### src/temp_alarm_defines.svh
// Register addresses, field positions, reset values and timing constants
// ----------------------------------------------------------------------
// Contract
// - Alarm low on limit violation or open diode
// - Alarm pin only pulls low or releases
// - Master reads alert response address on low line
// - Alarm active: answer with address, LSB one
// - Lowest address wins; losers keep alarm
// - Release alarm after answer if condition gone
// - Master repeats alert read while line low
// - Standby bit stops converter, drops running result
// - Register access keeps working in standby
// - One-shot write converts both channels once
// - Limit writes in standby re-evaluate alarm
// - Limit alarm maskable; over-temperature not
// - Alarm when temperature at or below low
// - Alarm when temperature above high limit
// - Over-temperature pin low above its limit
// - One hysteresis, default ten, both channels
// - Hysteresis unsigned count in degree steps
// - Software keeps over-temperature limit above high
// - Sample open-diode at start, set status bit
// - Under-range remote reads as minus 128
// - Minus 128 alarms even at minimum limit
// - One-shot reached by pointer byte; data ignored
// ----------------------------------------------------------------------
`ifndef TEMP_ALARM_DEFINES_SVH
`define TEMP_ALARM_DEFINES_SVH

`define ARA_ADDR          7'h0c
`define RD_LOCAL          8'h00
`define RD_REMOTE         8'h01
`define RD_STATUS         8'h02
`define RD_CONFIG         8'h03
`define RD_LOC_HI         8'h05
`define RD_LOC_LO         8'h06
`define RD_REM_HI         8'h07
`define RD_REM_LO         8'h08
`define WR_CONFIG         8'h09
`define WR_LOC_HI         8'h0b
`define WR_LOC_LO         8'h0c
`define WR_REM_HI         8'h0d
`define WR_REM_LO         8'h0e
`define WR_ONE_SHOT       8'h0f
`define RW_REM_OVERTEMP_FAILSAFE_N      8'h19
`define RW_LOC_OVERTEMP_FAILSAFE_N      8'h20
`define RW_HYST           8'h21
`define RD_MAKER_ID       8'hfe

`define CFG_MASK_BIT      7
`define CFG_STANDBY_BIT   6
`define ST_BUSY_BIT       7
`define ST_LOC_OOR_BIT    4
`define ST_REM_OOR_BIT    3
`define ST_OPEN_BIT       2
`define ST_REM_TH_BIT     1
`define ST_LOC_TH_BIT     0

`define RST_TEMP          8'h00
`define RST_CONFIG        8'h00
`define RST_HI_LIM        8'h55
`define RST_LO_LIM        8'h00
`define RST_OVERTEMP_FAILSAFE_N_LIM     8'h55
`define RST_HYST          8'h0a
`define UNDER_RANGE_CODE  8'h80
`define RELEASED_BYTE     8'hff

`define SYS_CLK_KHZ       20000
`define CONV_PERIOD_MS    50
`define CONV_TIME_MS      10
`define HOST_TIMEOUT      4'h4
`define HOST_ARA_GAP      4'h4

`endif

### src/temp_alarm_pkg.sv
// Shared types of the temperature alarm ends
package temp_alarm_pkg;
    typedef logic signed [7:0] temp_type;
    typedef enum {CONV_IDLE, CONV_BUSY} conv_state_type;
    typedef enum {HOST_IDLE, HOST_WAIT, HOST_GAP} host_state_type;
endpackage

### src/temp_alarm_if.sv
// Link between the temperature monitor and its bus master
interface temp_alarm_if;
    logic       req_valid;
    logic       req_read;
    logic [6:0] req_addr;
    logic [7:0] req_ptr;
    logic       req_has_data;
    logic [7:0] req_data;
    logic       rsp_valid;
    logic       rsp_ack;
    logic [7:0] rsp_data;
    logic [7:0] rsp_bus;
    logic       alert_o;
    logic       alert_oe_n;
    logic       alert_line;
    logic       overtemp_failsafe_n_o;
    logic       overtemp_failsafe_n_oe_n;
    logic       overtemp_failsafe_n_line;

    // Wired-AND resolution; a released driver shows as all ones
    assign rsp_bus = rsp_data;
    assign alert_line = alert_oe_n | alert_o;
    assign overtemp_failsafe_n_line = overtemp_failsafe_n_oe_n | overtemp_failsafe_n_o;

    modport device (
        input  req_valid, req_read, req_addr, req_ptr, req_has_data, req_data, rsp_bus,
        output rsp_valid, rsp_ack, rsp_data, alert_o, alert_oe_n,
        output overtemp_failsafe_n_o, overtemp_failsafe_n_oe_n
    );
    modport host (
        output req_valid, req_read, req_addr, req_ptr, req_has_data, req_data,
        input  rsp_valid, rsp_ack, rsp_bus, alert_line, overtemp_failsafe_n_line
    );
endinterface

### src/temp_limit_check.sv
// Limit and over-temperature comparison of one channel
module temp_limit_check (
    input  wire temp_alarm_pkg::temp_type temp_in,
    input  wire temp_alarm_pkg::temp_type hi_in,
    input  wire temp_alarm_pkg::temp_type lo_in,
    input  wire temp_alarm_pkg::temp_type overtemp_failsafe_n_lim_in,
    input  wire logic [7:0]               hyst_in,
    input  wire logic                     overtemp_failsafe_n_active_in,
    output logic                          out_of_range_out,
    output logic                          overtemp_failsafe_n_next_out
);
    logic signed [9:0] release_lvl;
    logic signed [9:0] temp_wide;
    logic              above_overtemp_failsafe_n;

    // Wide arithmetic so a large hysteresis cannot wrap the release level
    assign release_lvl = 10'(overtemp_failsafe_n_lim_in) - $signed({2'b00, hyst_in});
    assign temp_wide = 10'(temp_in);
    assign above_overtemp_failsafe_n = temp_in > overtemp_failsafe_n_lim_in;
    assign out_of_range_out = (temp_in <= lo_in) || (temp_in > hi_in);
    assign overtemp_failsafe_n_next_out = overtemp_failsafe_n_active_in ? (temp_wide > release_lvl) : above_overtemp_failsafe_n;
endmodule

### src/temp_alarm_device.sv
// Alarm, over-temperature and conversion control of the temperature monitor
`include "temp_alarm_defines.svh"
module temp_alarm_device #(
    parameter logic [6:0]  DEV_ADDR    = 7'h2a,
    // Arbitrary neutral maker code
    parameter logic [7:0]  MAKER_ID    = 8'h5a,
    parameter int unsigned CONV_PERIOD = `CONV_PERIOD_MS * `SYS_CLK_KHZ,
    parameter int unsigned CONV_LEN    = `CONV_TIME_MS * `SYS_CLK_KHZ
) (
    input  wire logic        sys_clk_in,
    input  wire logic        nrst_in,
    temp_alarm_if.device     link,
    input  wire logic [7:0]  adc_local_in,
    input  wire logic [7:0]  adc_remote_in,
    input  wire logic        remote_under_in,
    input  wire logic        diode_open_in,
    output logic             busy_out
);
    // ------------------------------------------------------------------
    // Pin synchronisers
    // ------------------------------------------------------------------
    logic [7:0] loc_s1_q, loc_s2_q, rem_s1_q, rem_s2_q;
    logic       und_s1_q, und_s2_q, open_s1_q, open_s2_q;

    always_ff @(posedge sys_clk_in)
    begin
        loc_s1_q <= adc_local_in;
        loc_s2_q <= loc_s1_q;
        rem_s1_q <= adc_remote_in;
        rem_s2_q <= rem_s1_q;
        und_s1_q <= remote_under_in;
        und_s2_q <= und_s1_q;
        open_s1_q <= diode_open_in;
        open_s2_q <= open_s1_q;
    end

    // ------------------------------------------------------------------
    // Register access decode
    // ------------------------------------------------------------------
    temp_alarm_pkg::temp_type local_q, remote_q, loc_hi_q, loc_lo_q, rem_hi_q, rem_lo_q;
    temp_alarm_pkg::temp_type loc_th_q, rem_th_q;
    logic [7:0] config_q, hyst_q, ptr_q, status;
    logic       open_q, alert_q, th_loc_q, th_rem_q;
    logic       addressed, ara_hit, wr_en, one_shot_wr;
    logic       mask, standby, cond, ara_won;
    logic       loc_oor, rem_oor, th_loc_d, th_rem_d;
    logic       rsp_valid_q, rsp_ack_q, ara_q;
    logic [7:0] rsp_data_q, rd_data;

    assign addressed = link.req_valid && link.req_addr == DEV_ADDR;
    assign ara_hit = link.req_valid && link.req_read && link.req_addr == `ARA_ADDR
                     && alert_q && !mask;
    assign wr_en = addressed && !link.req_read && link.req_has_data;
    // Any data byte works; a pointer-only write to this address works too
    assign one_shot_wr = addressed && !link.req_read && link.req_ptr == `WR_ONE_SHOT;
    assign mask = config_q[`CFG_MASK_BIT];
    assign standby = config_q[`CFG_STANDBY_BIT];

    function automatic logic [7:0] read_mux(input logic [7:0] p);
        case (p)
            `RD_LOCAL:     read_mux = local_q;
            `RD_REMOTE:    read_mux = remote_q;
            `RD_STATUS:    read_mux = status;
            `RD_CONFIG:    read_mux = config_q;
            `RD_LOC_HI:    read_mux = loc_hi_q;
            `RD_LOC_LO:    read_mux = loc_lo_q;
            `RD_REM_HI:    read_mux = rem_hi_q;
            `RD_REM_LO:    read_mux = rem_lo_q;
            `RW_REM_OVERTEMP_FAILSAFE_N: read_mux = rem_th_q;
            `RW_LOC_OVERTEMP_FAILSAFE_N: read_mux = loc_th_q;
            `RW_HYST:      read_mux = hyst_q;
            `RD_MAKER_ID:  read_mux = MAKER_ID;
            default:       read_mux = `RST_TEMP;
        endcase
    endfunction

    assign rd_data = read_mux(ptr_q);

    // Served regardless of standby: the bus side never looks at it
    always_ff @(posedge sys_clk_in)
    begin
        if (!nrst_in)
        begin
            ptr_q <= `RST_TEMP;
            config_q <= `RST_CONFIG;
            loc_hi_q <= `RST_HI_LIM;
            loc_lo_q <= `RST_LO_LIM;
            rem_hi_q <= `RST_HI_LIM;
            rem_lo_q <= `RST_LO_LIM;
            loc_th_q <= `RST_OVERTEMP_FAILSAFE_N_LIM;
            rem_th_q <= `RST_OVERTEMP_FAILSAFE_N_LIM;
            hyst_q <= `RST_HYST;
        end
        else
        begin
            if (addressed && !link.req_read)
                ptr_q <= link.req_ptr;
            if (wr_en)
            begin
                // Limits take effect at once, also in standby
                unique case (link.req_ptr)
                    `WR_CONFIG:    config_q <= link.req_data;
                    `WR_LOC_HI:    loc_hi_q <= link.req_data;
                    `WR_LOC_LO:    loc_lo_q <= link.req_data;
                    `WR_REM_HI:    rem_hi_q <= link.req_data;
                    `WR_REM_LO:    rem_lo_q <= link.req_data;
                    `RW_REM_OVERTEMP_FAILSAFE_N: rem_th_q <= link.req_data;
                    `RW_LOC_OVERTEMP_FAILSAFE_N: loc_th_q <= link.req_data;
                    `RW_HYST:      hyst_q <= link.req_data;
                    default:       ;
                endcase
            end
        end
    end

    // ------------------------------------------------------------------
    // Response and alert arbitration
    // ------------------------------------------------------------------
    // Bus shows a lower address when another device outbid us
    assign ara_won = rsp_valid_q && ara_q && link.rsp_bus == {DEV_ADDR, 1'b1};

    always_ff @(posedge sys_clk_in)
    begin
        if (!nrst_in)
        begin
            rsp_valid_q <= 1'b0;
            rsp_ack_q <= 1'b0;
            ara_q <= 1'b0;
            rsp_data_q <= `RELEASED_BYTE;
        end
        else
        begin
            rsp_valid_q <= addressed || ara_hit;
            rsp_ack_q <= addressed || ara_hit;
            ara_q <= ara_hit;
            if (ara_hit)
                rsp_data_q <= {DEV_ADDR, 1'b1};
            else if (addressed && link.req_read)
                rsp_data_q <= rd_data;
            else
                rsp_data_q <= `RELEASED_BYTE;
        end
    end

    // ------------------------------------------------------------------
    // Conversion sequencer
    // ------------------------------------------------------------------
    temp_alarm_pkg::conv_state_type state_q;
    logic [31:0] rate_cnt_q, conv_cnt_q;
    logic        shot_q, shot_pend_q, rate_tick, conv_done, abort;

    assign rate_tick = rate_cnt_q == 32'(CONV_PERIOD - 1);
    assign conv_done = state_q == temp_alarm_pkg::CONV_BUSY
                       && conv_cnt_q == 32'(CONV_LEN - 1);
    assign abort = state_q == temp_alarm_pkg::CONV_BUSY && standby && !shot_q;

    always_ff @(posedge sys_clk_in)
    begin
        if (!nrst_in)
            rate_cnt_q <= '0;
        else
            rate_cnt_q <= rate_tick ? '0 : rate_cnt_q + 32'h1;
    end

    always_ff @(posedge sys_clk_in)
    begin
        if (!nrst_in)
        begin
            state_q <= temp_alarm_pkg::CONV_IDLE;
            conv_cnt_q <= '0;
            shot_q <= 1'b0;
            shot_pend_q <= 1'b0;
            open_q <= 1'b0;
            local_q <= `RST_TEMP;
            remote_q <= `RST_TEMP;
        end
        else
        begin
            if (one_shot_wr)
                shot_pend_q <= 1'b1;
            unique case (state_q)
                temp_alarm_pkg::CONV_IDLE:
                begin
                    conv_cnt_q <= '0;
                    if (shot_pend_q || (!standby && rate_tick))
                    begin
                        state_q <= temp_alarm_pkg::CONV_BUSY;
                        shot_q <= shot_pend_q;
                        shot_pend_q <= one_shot_wr;
                        open_q <= open_s2_q;
                    end
                end
                temp_alarm_pkg::CONV_BUSY:
                begin
                    conv_cnt_q <= conv_cnt_q + 32'h1;
                    if (abort)
                        state_q <= temp_alarm_pkg::CONV_IDLE;
                    else if (conv_done)
                    begin
                        state_q <= temp_alarm_pkg::CONV_IDLE;
                        local_q <= loc_s2_q;
                        remote_q <= und_s2_q ? `UNDER_RANGE_CODE : rem_s2_q;
                    end
                end
            endcase
        end
    end

    // ------------------------------------------------------------------
    // Limit evaluation and output pins
    // ------------------------------------------------------------------
    temp_limit_check u_loc_check (
        .temp_in          (local_q),
        .hi_in            (loc_hi_q),
        .lo_in            (loc_lo_q),
        .overtemp_failsafe_n_lim_in     (loc_th_q),
        .hyst_in          (hyst_q),
        .overtemp_failsafe_n_active_in  (th_loc_q),
        .out_of_range_out (loc_oor),
        .overtemp_failsafe_n_next_out   (th_loc_d)
    );

    temp_limit_check u_rem_check (
        .temp_in          (remote_q),
        .hi_in            (rem_hi_q),
        .lo_in            (rem_lo_q),
        .overtemp_failsafe_n_lim_in     (rem_th_q),
        .hyst_in          (hyst_q),
        .overtemp_failsafe_n_active_in  (th_rem_q),
        .out_of_range_out (rem_oor),
        .overtemp_failsafe_n_next_out   (th_rem_d)
    );

    assign cond = loc_oor || rem_oor || open_q;
    assign status = {state_q == temp_alarm_pkg::CONV_BUSY, 2'b00, loc_oor, rem_oor,
                     open_q, th_rem_q, th_loc_q};

    logic alert_oe_n_q, ot_oe_n_q, busy_q;

    always_ff @(posedge sys_clk_in)
    begin
        if (!nrst_in)
        begin
            alert_q <= 1'b0;
            th_loc_q <= 1'b0;
            th_rem_q <= 1'b0;
            alert_oe_n_q <= 1'b1;
            ot_oe_n_q <= 1'b1;
            busy_q <= 1'b0;
        end
        else
        begin
            // A live condition wins over the release after an answer
            alert_q <= cond || (alert_q && !ara_won);
            th_loc_q <= th_loc_d;
            th_rem_q <= th_rem_d;
            alert_oe_n_q <= !(alert_q && !mask);
            ot_oe_n_q <= !(th_loc_q || th_rem_q);
            busy_q <= state_q == temp_alarm_pkg::CONV_BUSY;
        end
    end

    // Drive value is fixed low so the pins can only sink or float
    assign link.alert_o = 1'b0;
    assign link.alert_oe_n = alert_oe_n_q;
    assign link.overtemp_failsafe_n_o = 1'b0;
    assign link.overtemp_failsafe_n_oe_n = ot_oe_n_q;
    assign link.rsp_valid = rsp_valid_q;
    assign link.rsp_ack = rsp_ack_q;
    assign link.rsp_data = rsp_data_q;
    assign busy_out = busy_q;
endmodule

### src/flat_wrapper.sv
// flat-port wrapper written by rule: the top's interface ports become plain ports
module temp_alarm_device_flat 
#(
    parameter logic [6:0]  DEV_ADDR    = 7'h2a,
                                   
    parameter logic [7:0]  MAKER_ID    = 8'h5a,
    parameter int unsigned CONV_PERIOD = `CONV_PERIOD_MS * `SYS_CLK_KHZ,
    parameter int unsigned CONV_LEN    = `CONV_TIME_MS * `SYS_CLK_KHZ
)
  (sys_clk_in, nrst_in, adc_local_in, adc_remote_in, remote_under_in, diode_open_in, busy_out, link_req_valid, link_req_read, link_req_addr, link_req_ptr, link_req_has_data, link_req_data, link_rsp_valid, link_rsp_ack, link_rsp_data, link_alert_o, link_alert_oe_n, link_overtemp_failsafe_n_o, link_overtemp_failsafe_n_oe_n);
  temp_alarm_if link_i ();
  input  wire logic sys_clk_in;
  input  wire logic nrst_in;
  input  wire logic [7:0] adc_local_in;
  input  wire logic [7:0] adc_remote_in;
  input  wire logic remote_under_in;
  input  wire logic diode_open_in;
  output logic busy_out;
  input wire logic [$bits(link_i.req_valid)-1:0] link_req_valid;
  input wire logic [$bits(link_i.req_read)-1:0] link_req_read;
  input wire logic [$bits(link_i.req_addr)-1:0] link_req_addr;
  input wire logic [$bits(link_i.req_ptr)-1:0] link_req_ptr;
  input wire logic [$bits(link_i.req_has_data)-1:0] link_req_has_data;
  input wire logic [$bits(link_i.req_data)-1:0] link_req_data;
  output wire logic [$bits(link_i.rsp_valid)-1:0] link_rsp_valid;
  output wire logic [$bits(link_i.rsp_ack)-1:0] link_rsp_ack;
  output wire logic [$bits(link_i.rsp_data)-1:0] link_rsp_data;
  output wire logic [$bits(link_i.alert_o)-1:0] link_alert_o;
  output wire logic [$bits(link_i.alert_oe_n)-1:0] link_alert_oe_n;
  output wire logic [$bits(link_i.overtemp_failsafe_n_o)-1:0] link_overtemp_failsafe_n_o;
  output wire logic [$bits(link_i.overtemp_failsafe_n_oe_n)-1:0] link_overtemp_failsafe_n_oe_n;
  assign link_i.req_valid = link_req_valid;
  assign link_i.req_read = link_req_read;
  assign link_i.req_addr = link_req_addr;
  assign link_i.req_ptr = link_req_ptr;
  assign link_i.req_has_data = link_req_has_data;
  assign link_i.req_data = link_req_data;
  assign link_rsp_valid = link_i.rsp_valid;
  assign link_rsp_ack = link_i.rsp_ack;
  assign link_rsp_data = link_i.rsp_data;
  assign link_alert_o = link_i.alert_o;
  assign link_alert_oe_n = link_i.alert_oe_n;
  assign link_overtemp_failsafe_n_o = link_i.overtemp_failsafe_n_o;
  assign link_overtemp_failsafe_n_oe_n = link_i.overtemp_failsafe_n_oe_n;
  temp_alarm_device #(.DEV_ADDR(DEV_ADDR), .MAKER_ID(MAKER_ID), .CONV_PERIOD(CONV_PERIOD), .CONV_LEN(CONV_LEN)) u_core (.sys_clk_in(sys_clk_in), .nrst_in(nrst_in), .link(link_i), .adc_local_in(adc_local_in), .adc_remote_in(adc_remote_in), .remote_under_in(remote_under_in), .diode_open_in(diode_open_in), .busy_out(busy_out));
endmodule
### config.mk
export PLATFORM = sky130hd
export DESIGN_NAME = temp_alarm_device_flat
export DESIGN_NICKNAME = d
export VERILOG_FILES = /design/src/temp_alarm_pkg.sv /design/src/temp_alarm_if.sv /design/src/temp_limit_check.sv /design/src/temp_alarm_device.sv /design/src/flat_wrapper.sv
export VERILOG_INCLUDE_DIRS = /design/src
export SDC_FILE = /design/constraint.sdc
export NUM_CORES = 1
export LEC_CHECK = 0
export BUFFER_PORTS_ARGS = -buffer_cell sky130_fd_sc_hd__buf_2
export CORE_MARGIN = 1
export CORE_UTILIZATION = 62
export CTS_CLUSTER_DIAMETER = 50
export DETAILED_ROUTE_END_ITERATION = 8
export GPL_TIMING_DRIVEN = 0
export PLACE_DENSITY = 0.81
export SETUP_SLACK_MARGIN = 0.1
export SLEW_MARGIN = 20
export SYNTH_ARGS = -nofsm -noshare
export SYNTH_HDL_FRONTEND = slang
export SYNTH_HIERARCHICAL = 1
export SYNTH_SLANG_ARGS = --single-unit
### constraint.sdc
create_clock -name sys_clk_in -period 3.95 [get_ports sys_clk_in]
set_input_delay 0.1975 -clock sys_clk_in [delete_from_list [all_inputs] [get_ports sys_clk_in]]
set_output_delay 0.1975 -clock sys_clk_in [all_outputs]
set_load 0.005 [all_outputs]
==> results of run 1 <==
## final cells by class
class                   instances  area (um2)  area share
inverters                      97         364      0.0292
plain buffers                  48         201      0.0161
flip-flops and latches        208        4160       0.333
repair buffers                 77         480      0.0385
clock inverters                11         159      0.0127
clock buffers                  30         632      0.0506
well taps                     225         282      0.0225
multi-input cells             884        6210       0.497
## per-layer routing
| metal | GRT usage | vias to the layer above |
|---|---|---|
| li1 | - | 4586 |
| met1 | 0.432 | 4483 |
| met2 | 0.564 | 408 |
| met3 | 0.0319 | 74 |
| met4 | 0.140 | 0 |
| met5 | 0 | - |
## metrics by stage
step	std cells	hold WS (ns)	utilization
final	1580	0.0105	0.725
after global routing	1580	0.0305	0.725
after CTS	1580	0.00598	0.725
after detailed placement	1520	0.301	0.668
after global placement	1519	0.300	0.667
after floorplan	1237	0.225	-
## synthesized netlist by cell type (10+ instances only)
cell,count,area share
inv_1,97,0.033
xnor2_1,31,0.025
o21ai_0,44,0.020
and4_1,10,0.0080
a21boi_0,16,0.011
nor2b_1,36,0.021
dfxtp_1,208,0.38
nor4_1,18,0.010
nand3b_1,12,0.0083
clkbuf_1,34,0.012
mux2i_1,62,0.057
nand3_1,61,0.028
nor3_1,30,0.014
ha_1,88,0.10
xor2_1,29,0.023
nor2_1,89,0.031
a21oi_1,39,0.018
a31oi_1,10,0.0057
nand4_1,30,0.017
nand2_1,113,0.039
## power groups by stage
stage | registers [mW] | clock network (mW) | logic (mW)
global route | 2.13 | 2.33 | 0.129
floorplan | 2.17 | 0 | 0.0459
CTS | 2.13 | 2.24 | 0.118
finish | 2.13 | 2.22 | 0.122
global placement | 2.18 | 0 | 0.102
detailed placement | 2.18 | 0 | 0.103
## final timing paths
check,startpoint,cells past startpoint,endpoint
max reg2reg,u_core/hyst_q[0],15,u_core/th_rem_q
min,link_req_ptr[7],3,u_core/ptr_q[7]
max,u_core/hyst_q[0],15,u_core/th_rem_q
min reg2reg,u_core/loc_s1_q[0],0,u_core/loc_s2_q[0]
## worst min-delay path: stages
cell and delay, ns:
buf_2 0.11, mux2i_1 0.07, nor2b_1 0.10
## logic make-up after synthesis
group | Yosys count | synth area share
AO/OA/AOI/OAI | 193 | 0.119
XOR/XNOR | 60 | 0.0481
adder cells (fa/ha/maj) | 90 | 0.105
buffers and inverters | 145 | 0.0518
flip-flops | 208 | 0.381
multiplexers | 70 | 0.0692
other | 1 | 0.000343
AND/OR/NAND/NOR | 469 | 0.226
## what timing repair did
| action | in CTS | in global routing |
|---|---|---|
| hold buffers | 19 | 0 |
| endpoints found under the hold margin | 19 | 0 |
| resized for setup | 0 | 0 |
==> results.json, run 1 <==
{
  "outcome": "finished clean",
  "cp_cell_sequence": "ha_1, inv_1, fa_1, a211oi_2, o21ai_2, a211oi_2, o31ai_2, xnor2_1, ha_1, nand4_1, nor3_1, o21ai_0, o211ai_1, o2bb2ai_1, and2_1",
  "crit_family": "compound AO/OA/AOI/OAI gates",
  "yosys_warnings": 6,
  "pin_count": 61,
  "cellPowerDensity_nw_per_um2": 358,
  "r2r_slack_ns": 0.59,
  "switchingPower_uw": 967,
  "antenna_cells": 0,
  "wl_met2_um": 13900,
  "clkSinkCount": 208,
  "viasPerCell": 6.04,
  "path_class": "register to register",
  "drive_above_1_share": 0.0996,
  "antenna_found_initial": 0,
  "power_frac_clock": 0.497,
  "dr.max_layer_used": "met4",
  "synthFlopType": "dfxtp_1",
  "cp-end-kind": "register",
  "drtIter0Drc": 809,
  "pwr-share-comb": 0.027,
  "power.internal_mw": 3.51,
  "async_reset_ff_frac": 0,
  "hp-class": "input port to register",
  "grt_max_degree": 16,
  "ir_drop_uv": 349,
  "grt_use_total": 0.332,
  "synthToLayoutAreaGrowth_pct": 14.4,
  "fin_nets": 1475,
  "final_common_cell": "dfxtp_1",
  "finalSetupViolations": 0,
  "reg_top3": "u_core/conv_cnt_q x32, u_core/rate_cnt_q x32",
  "final_area_um2": 12500,
  "clkLatencyLatePin_ns": 0.51,
  "drv_cap": 0,
  "drc_errors": 0,
  "ant_nets": 0,
  "start_util": 0.633,
  "place_congestion": 0.998,
  "die_w_um": 135,
  "critPathMaxFanout": 4,
  "wl_met3_um": 2070,
  "ys_ff_latch": 208,
  "cts_tree": "done",
  "period_minus_slack_ns": 3.36,
  "via_count": 9551,
  "cts.path.max_buffers": 3,
  "setup_tns_ns": 0,
  "drv_slew": 0,
  "synth_edf_count": 0,
  "die_y_um": 135,
  "fin_crit_sh": 0.852,
  "core_um2": 17200,
  "cts_setup_buffers": 0,
  "crit_path_start_kind": "register",
  "grt_pass1_vias": 9163,
  "p_sw_frac": 0.216,
  "ys_seq_area_frac": 0.381,
  "crit_path_top_delay_cell": "dfxtp_1",
  "routedWlPerCell_um": 18.9,
  "dp_slack_ns": 0.604,
  "fp-row-count": 48,
  "critPathMaxStageDelay_ns": 0.50,
  "met1Wirelength_um": 12800,
  "skew_ns": 0.00896,
  "layout_common_cells": "dfxtp_1, nand2_1, inv_1, nor2_1, ha_1",
  "leakage_nw": 4.98,
  "clk_pin_slew_ns": 0.06,
  "seqPwrFrac": 0.476,
  "synth_cell_type_count": 70,
  "die-area_um2": 18100,
  "cp.arrival_ns": 3.81,
  "path_buf_inv": 1,
  "placed_cell_area_um2": 11500,
  "syn-cell-area_um2": 10900,
  "avgSynthCellArea_um2": 8.83,
  "dpl.hpwl_um": 21700,
  "grt_first_pass_wirelength_um": 46900,
  "first_pass_iters": 5,
  "numPortBuffers": 57,
  "tightest_slew_ns": 0.927,
  "fillers": 1310,
  "maxSlewHeadroom": 0.377,
  "htreeDepth": 1,
  "cts_root_buffer": "clkbuf_16",
  "worst_slack_ns": 0.586,
  "clock.fmax_mhz": 297,
  "required_ns": 4.39,
  "routed_wl_um": 29900,
  "cts_buffers": 23,
  "synth_cells": 1236,
  "grt_overflow": 0,
  "p_total_mw": 4.48,
  "rsz0062_at_grt": "false",
  "hold_viol": 0
}
Power figures use the tool's default switching activity.
==> run 2: changes to the inputs <==
BUFFER_PORTS_ARGS = default   (was -buffer_cell sky130_fd_sc_hd__buf_2)
CORE_UTILIZATION = 64   (was 62)
DONT_BUFFER_PORTS = 1   (was default)
PLACE_DENSITY = 0.8   (was 0.81)
==> results.json, run 2 (synthesis results as in run 1) <==
{
  "ant_nets": 0,
  "routedWlPerCell_um": 19.7,
  "clock.fmax_mhz": 293,
  "cp-end-kind": "register",
  "instances_no_fill": 1536,
  "core_um2": 16600,
  "hold_viol": 0,
  "clkSinkCount": 208,
  "maxSlewHeadroom": 0.440,
  "seqPwrFrac": 0.495,
  "p_sw_frac": 0.217,
  "hp-class": "input port to register",
  "period_minus_slack_ns": 3.41,
  "rsz0062_at_grt": "false",
  "pin_count": 61,
  "path_class": "register to register",
  "cts_setup_buffers": 0,
  "outcome": "finished clean",
  "htreeDepth": 1,
  "fin_nets": 1436,
  "grt_use_total": 0.346,
  "cts_tree": "done",
  "cts_buffers": 24,
  "worst_slack_ns": 0.539,
  "drtIter0Drc": 671,
  "finalSetupViolations": 0,
  "dp_slack_ns": 0.607,
  "holdPathStages": 3,
  "cts.path.max_buffers": 3,
  "start_util": 0.656,
  "antenna_found_initial": 0,
  "die-area_um2": 17600,
  "cts_root_buffer": "clkbuf_16",
  "pwr-share-comb": 0.025,
  "grt_pass1_vias": 9338,
  "dpl.hpwl_um": 21900,
  "drive_above_1_share": 0.0585,
  "skew_ns": 0.0146,
  "switchingPower_uw": 936,
  "dp.cells": 1457,
  "grt_max_degree": 14,
  "fin_crit_sh": 0.864,
  "drc_errors": 0,
  "die_w_um": 133,
  "viasPerCell": 6.25,
  "die_y_um": 133,
  "r2r.worst_path.cells": 15,
  "via_count": 9594,
  "drv_cap": 0,
  "setup_tns_ns": 0,
  "place_congestion": 0.960,
  "cellPowerDensity_nw_per_um2": 349,
  "grt_first_pass_wirelength_um": 47900,
  "synthToLayoutAreaGrowth_pct": 12.9,
  "drv_slew": 0,
  "final_common_cell": "dfxtp_1",
  "clkLatencyLatePin_ns": 0.51,
  "crit_path_start_kind": "register",
  "first_pass_iters": 6,
  "power_frac_clock": 0.480,
  "numPortBuffers": 0,
  "grt_overflow": 0,
  "fp-row-count": 47,
  "antenna_cells": 0,
  "tightest_slew_ns": 0.837,
  "routed_wl_um": 30200,
  "cp.arrival_ns": 3.86,
  "clk_pin_slew_ns": 0.06,
  "layout_common_cells": "dfxtp_1, nand2_1, inv_1, nor2_1, ha_1",
  "ir_drop_uv": 353,
  "power.internal_mw": 3.37,
  "required_ns": 4.39,
  "reg_top3": "u_core/conv_cnt_q x32, u_core/rate_cnt_q x32",
  "leakage_nw": 4.82,
  "critPathMaxFanout": 4
}
-- run 2: changes by cell type in the layout (fill, tap and decap cells not counted), sizes merged --
cell,before,now
clkinv,3,5
bufinv,3,0
clkbuf,64,67
clkinvlp,3,2
dlygate4sd3,19,37
buf,72,14
-- run 2: path summary, 6_finish.rpt --
path | startpoint | end | slack, ns
max | u_core/hyst_q[0] | u_core/th_rem_q | 0.54
min | link_req_ptr[7] | u_core/shot_pend_q | 0.03
max reg2reg | u_core/hyst_q[0] | u_core/th_rem_q | 0.54
min reg2reg | u_core/loc_s1_q[0] | u_core/loc_s2_q[0] | 0.33
-- run 2: worst max-delay path: stages (launching register included) --
cell and delay (ns):
dfxtp_1 0.53, ha_1 0.23, inv_1 0.05, fa_1 0.43, a211oi_2 0.28, o21ai_2 0.11
a211oi_2 0.25, o31ai_2 0.09, xnor2_1 0.13, ha_1 0.29, nand4_1 0.12, nor3_1 0.24
o21ai_0 0.12, o211ai_1 0.12, o2bb2ai_1 0.18, and2_1 0.15
-- run 2: what timing repair did --
action / 4_1_cts / 5_1_grt
resized for setup: 0 / 0
hold endpoints to repair: 91 / 0
hold buffers: 37 / 0
-- run 2: final cells by class --
class / count / area, um2
Buffer: 48 / 201
Timing Repair Buffer: 37 / 370
Multi-Input combinational cell: 884 / 6210
Inverter: 97 / 364
Fill cell: 1265 / 4310
Clock inverter: 9 / 75.1
Sequential cell: 208 / 4160
Tap cell: 220 / 275
Clock buffer: 33 / 674
-- run 2: through the flow --
stage                     power [mW]  cell area (um2)  hold WS [ns]   util
after floorplan                 2.22            10900         0.225      -
after global placement          2.24            11200         0.225  0.673
after detailed placement        2.24            11200         0.225  0.673
after CTS                       4.33            12300        0.0128  0.741
after global routing            4.43            12300        0.0469  0.741
final                           4.31            12300        0.0337  0.741
-- run 2: power by group through the flow --
stage | registers (mW) | logic [mW] | clock network (mW)
2_1_floorplan | 2.17 | 0.0459 | 0
3_3_place_gp | 2.18 | 0.0652 | 0
3_5_place_dp | 2.18 | 0.0661 | 0
4_1_cts | 2.13 | 0.105 | 2.09
5_1_grt | 2.13 | 0.115 | 2.18
6_report | 2.13 | 0.109 | 2.07
-- run 2: routing by layer --
metal | track usage | vias to the layer above | share of wire
met5 | 0 | - | 0
li1 | - | 4518 | -
met2 | 0.573 | 444 | 0.46
met3 | 0.0525 | 73 | 0.081
met4 | 0.138 | 0 | 0.040
met1 | 0.452 | 4559 | 0.42
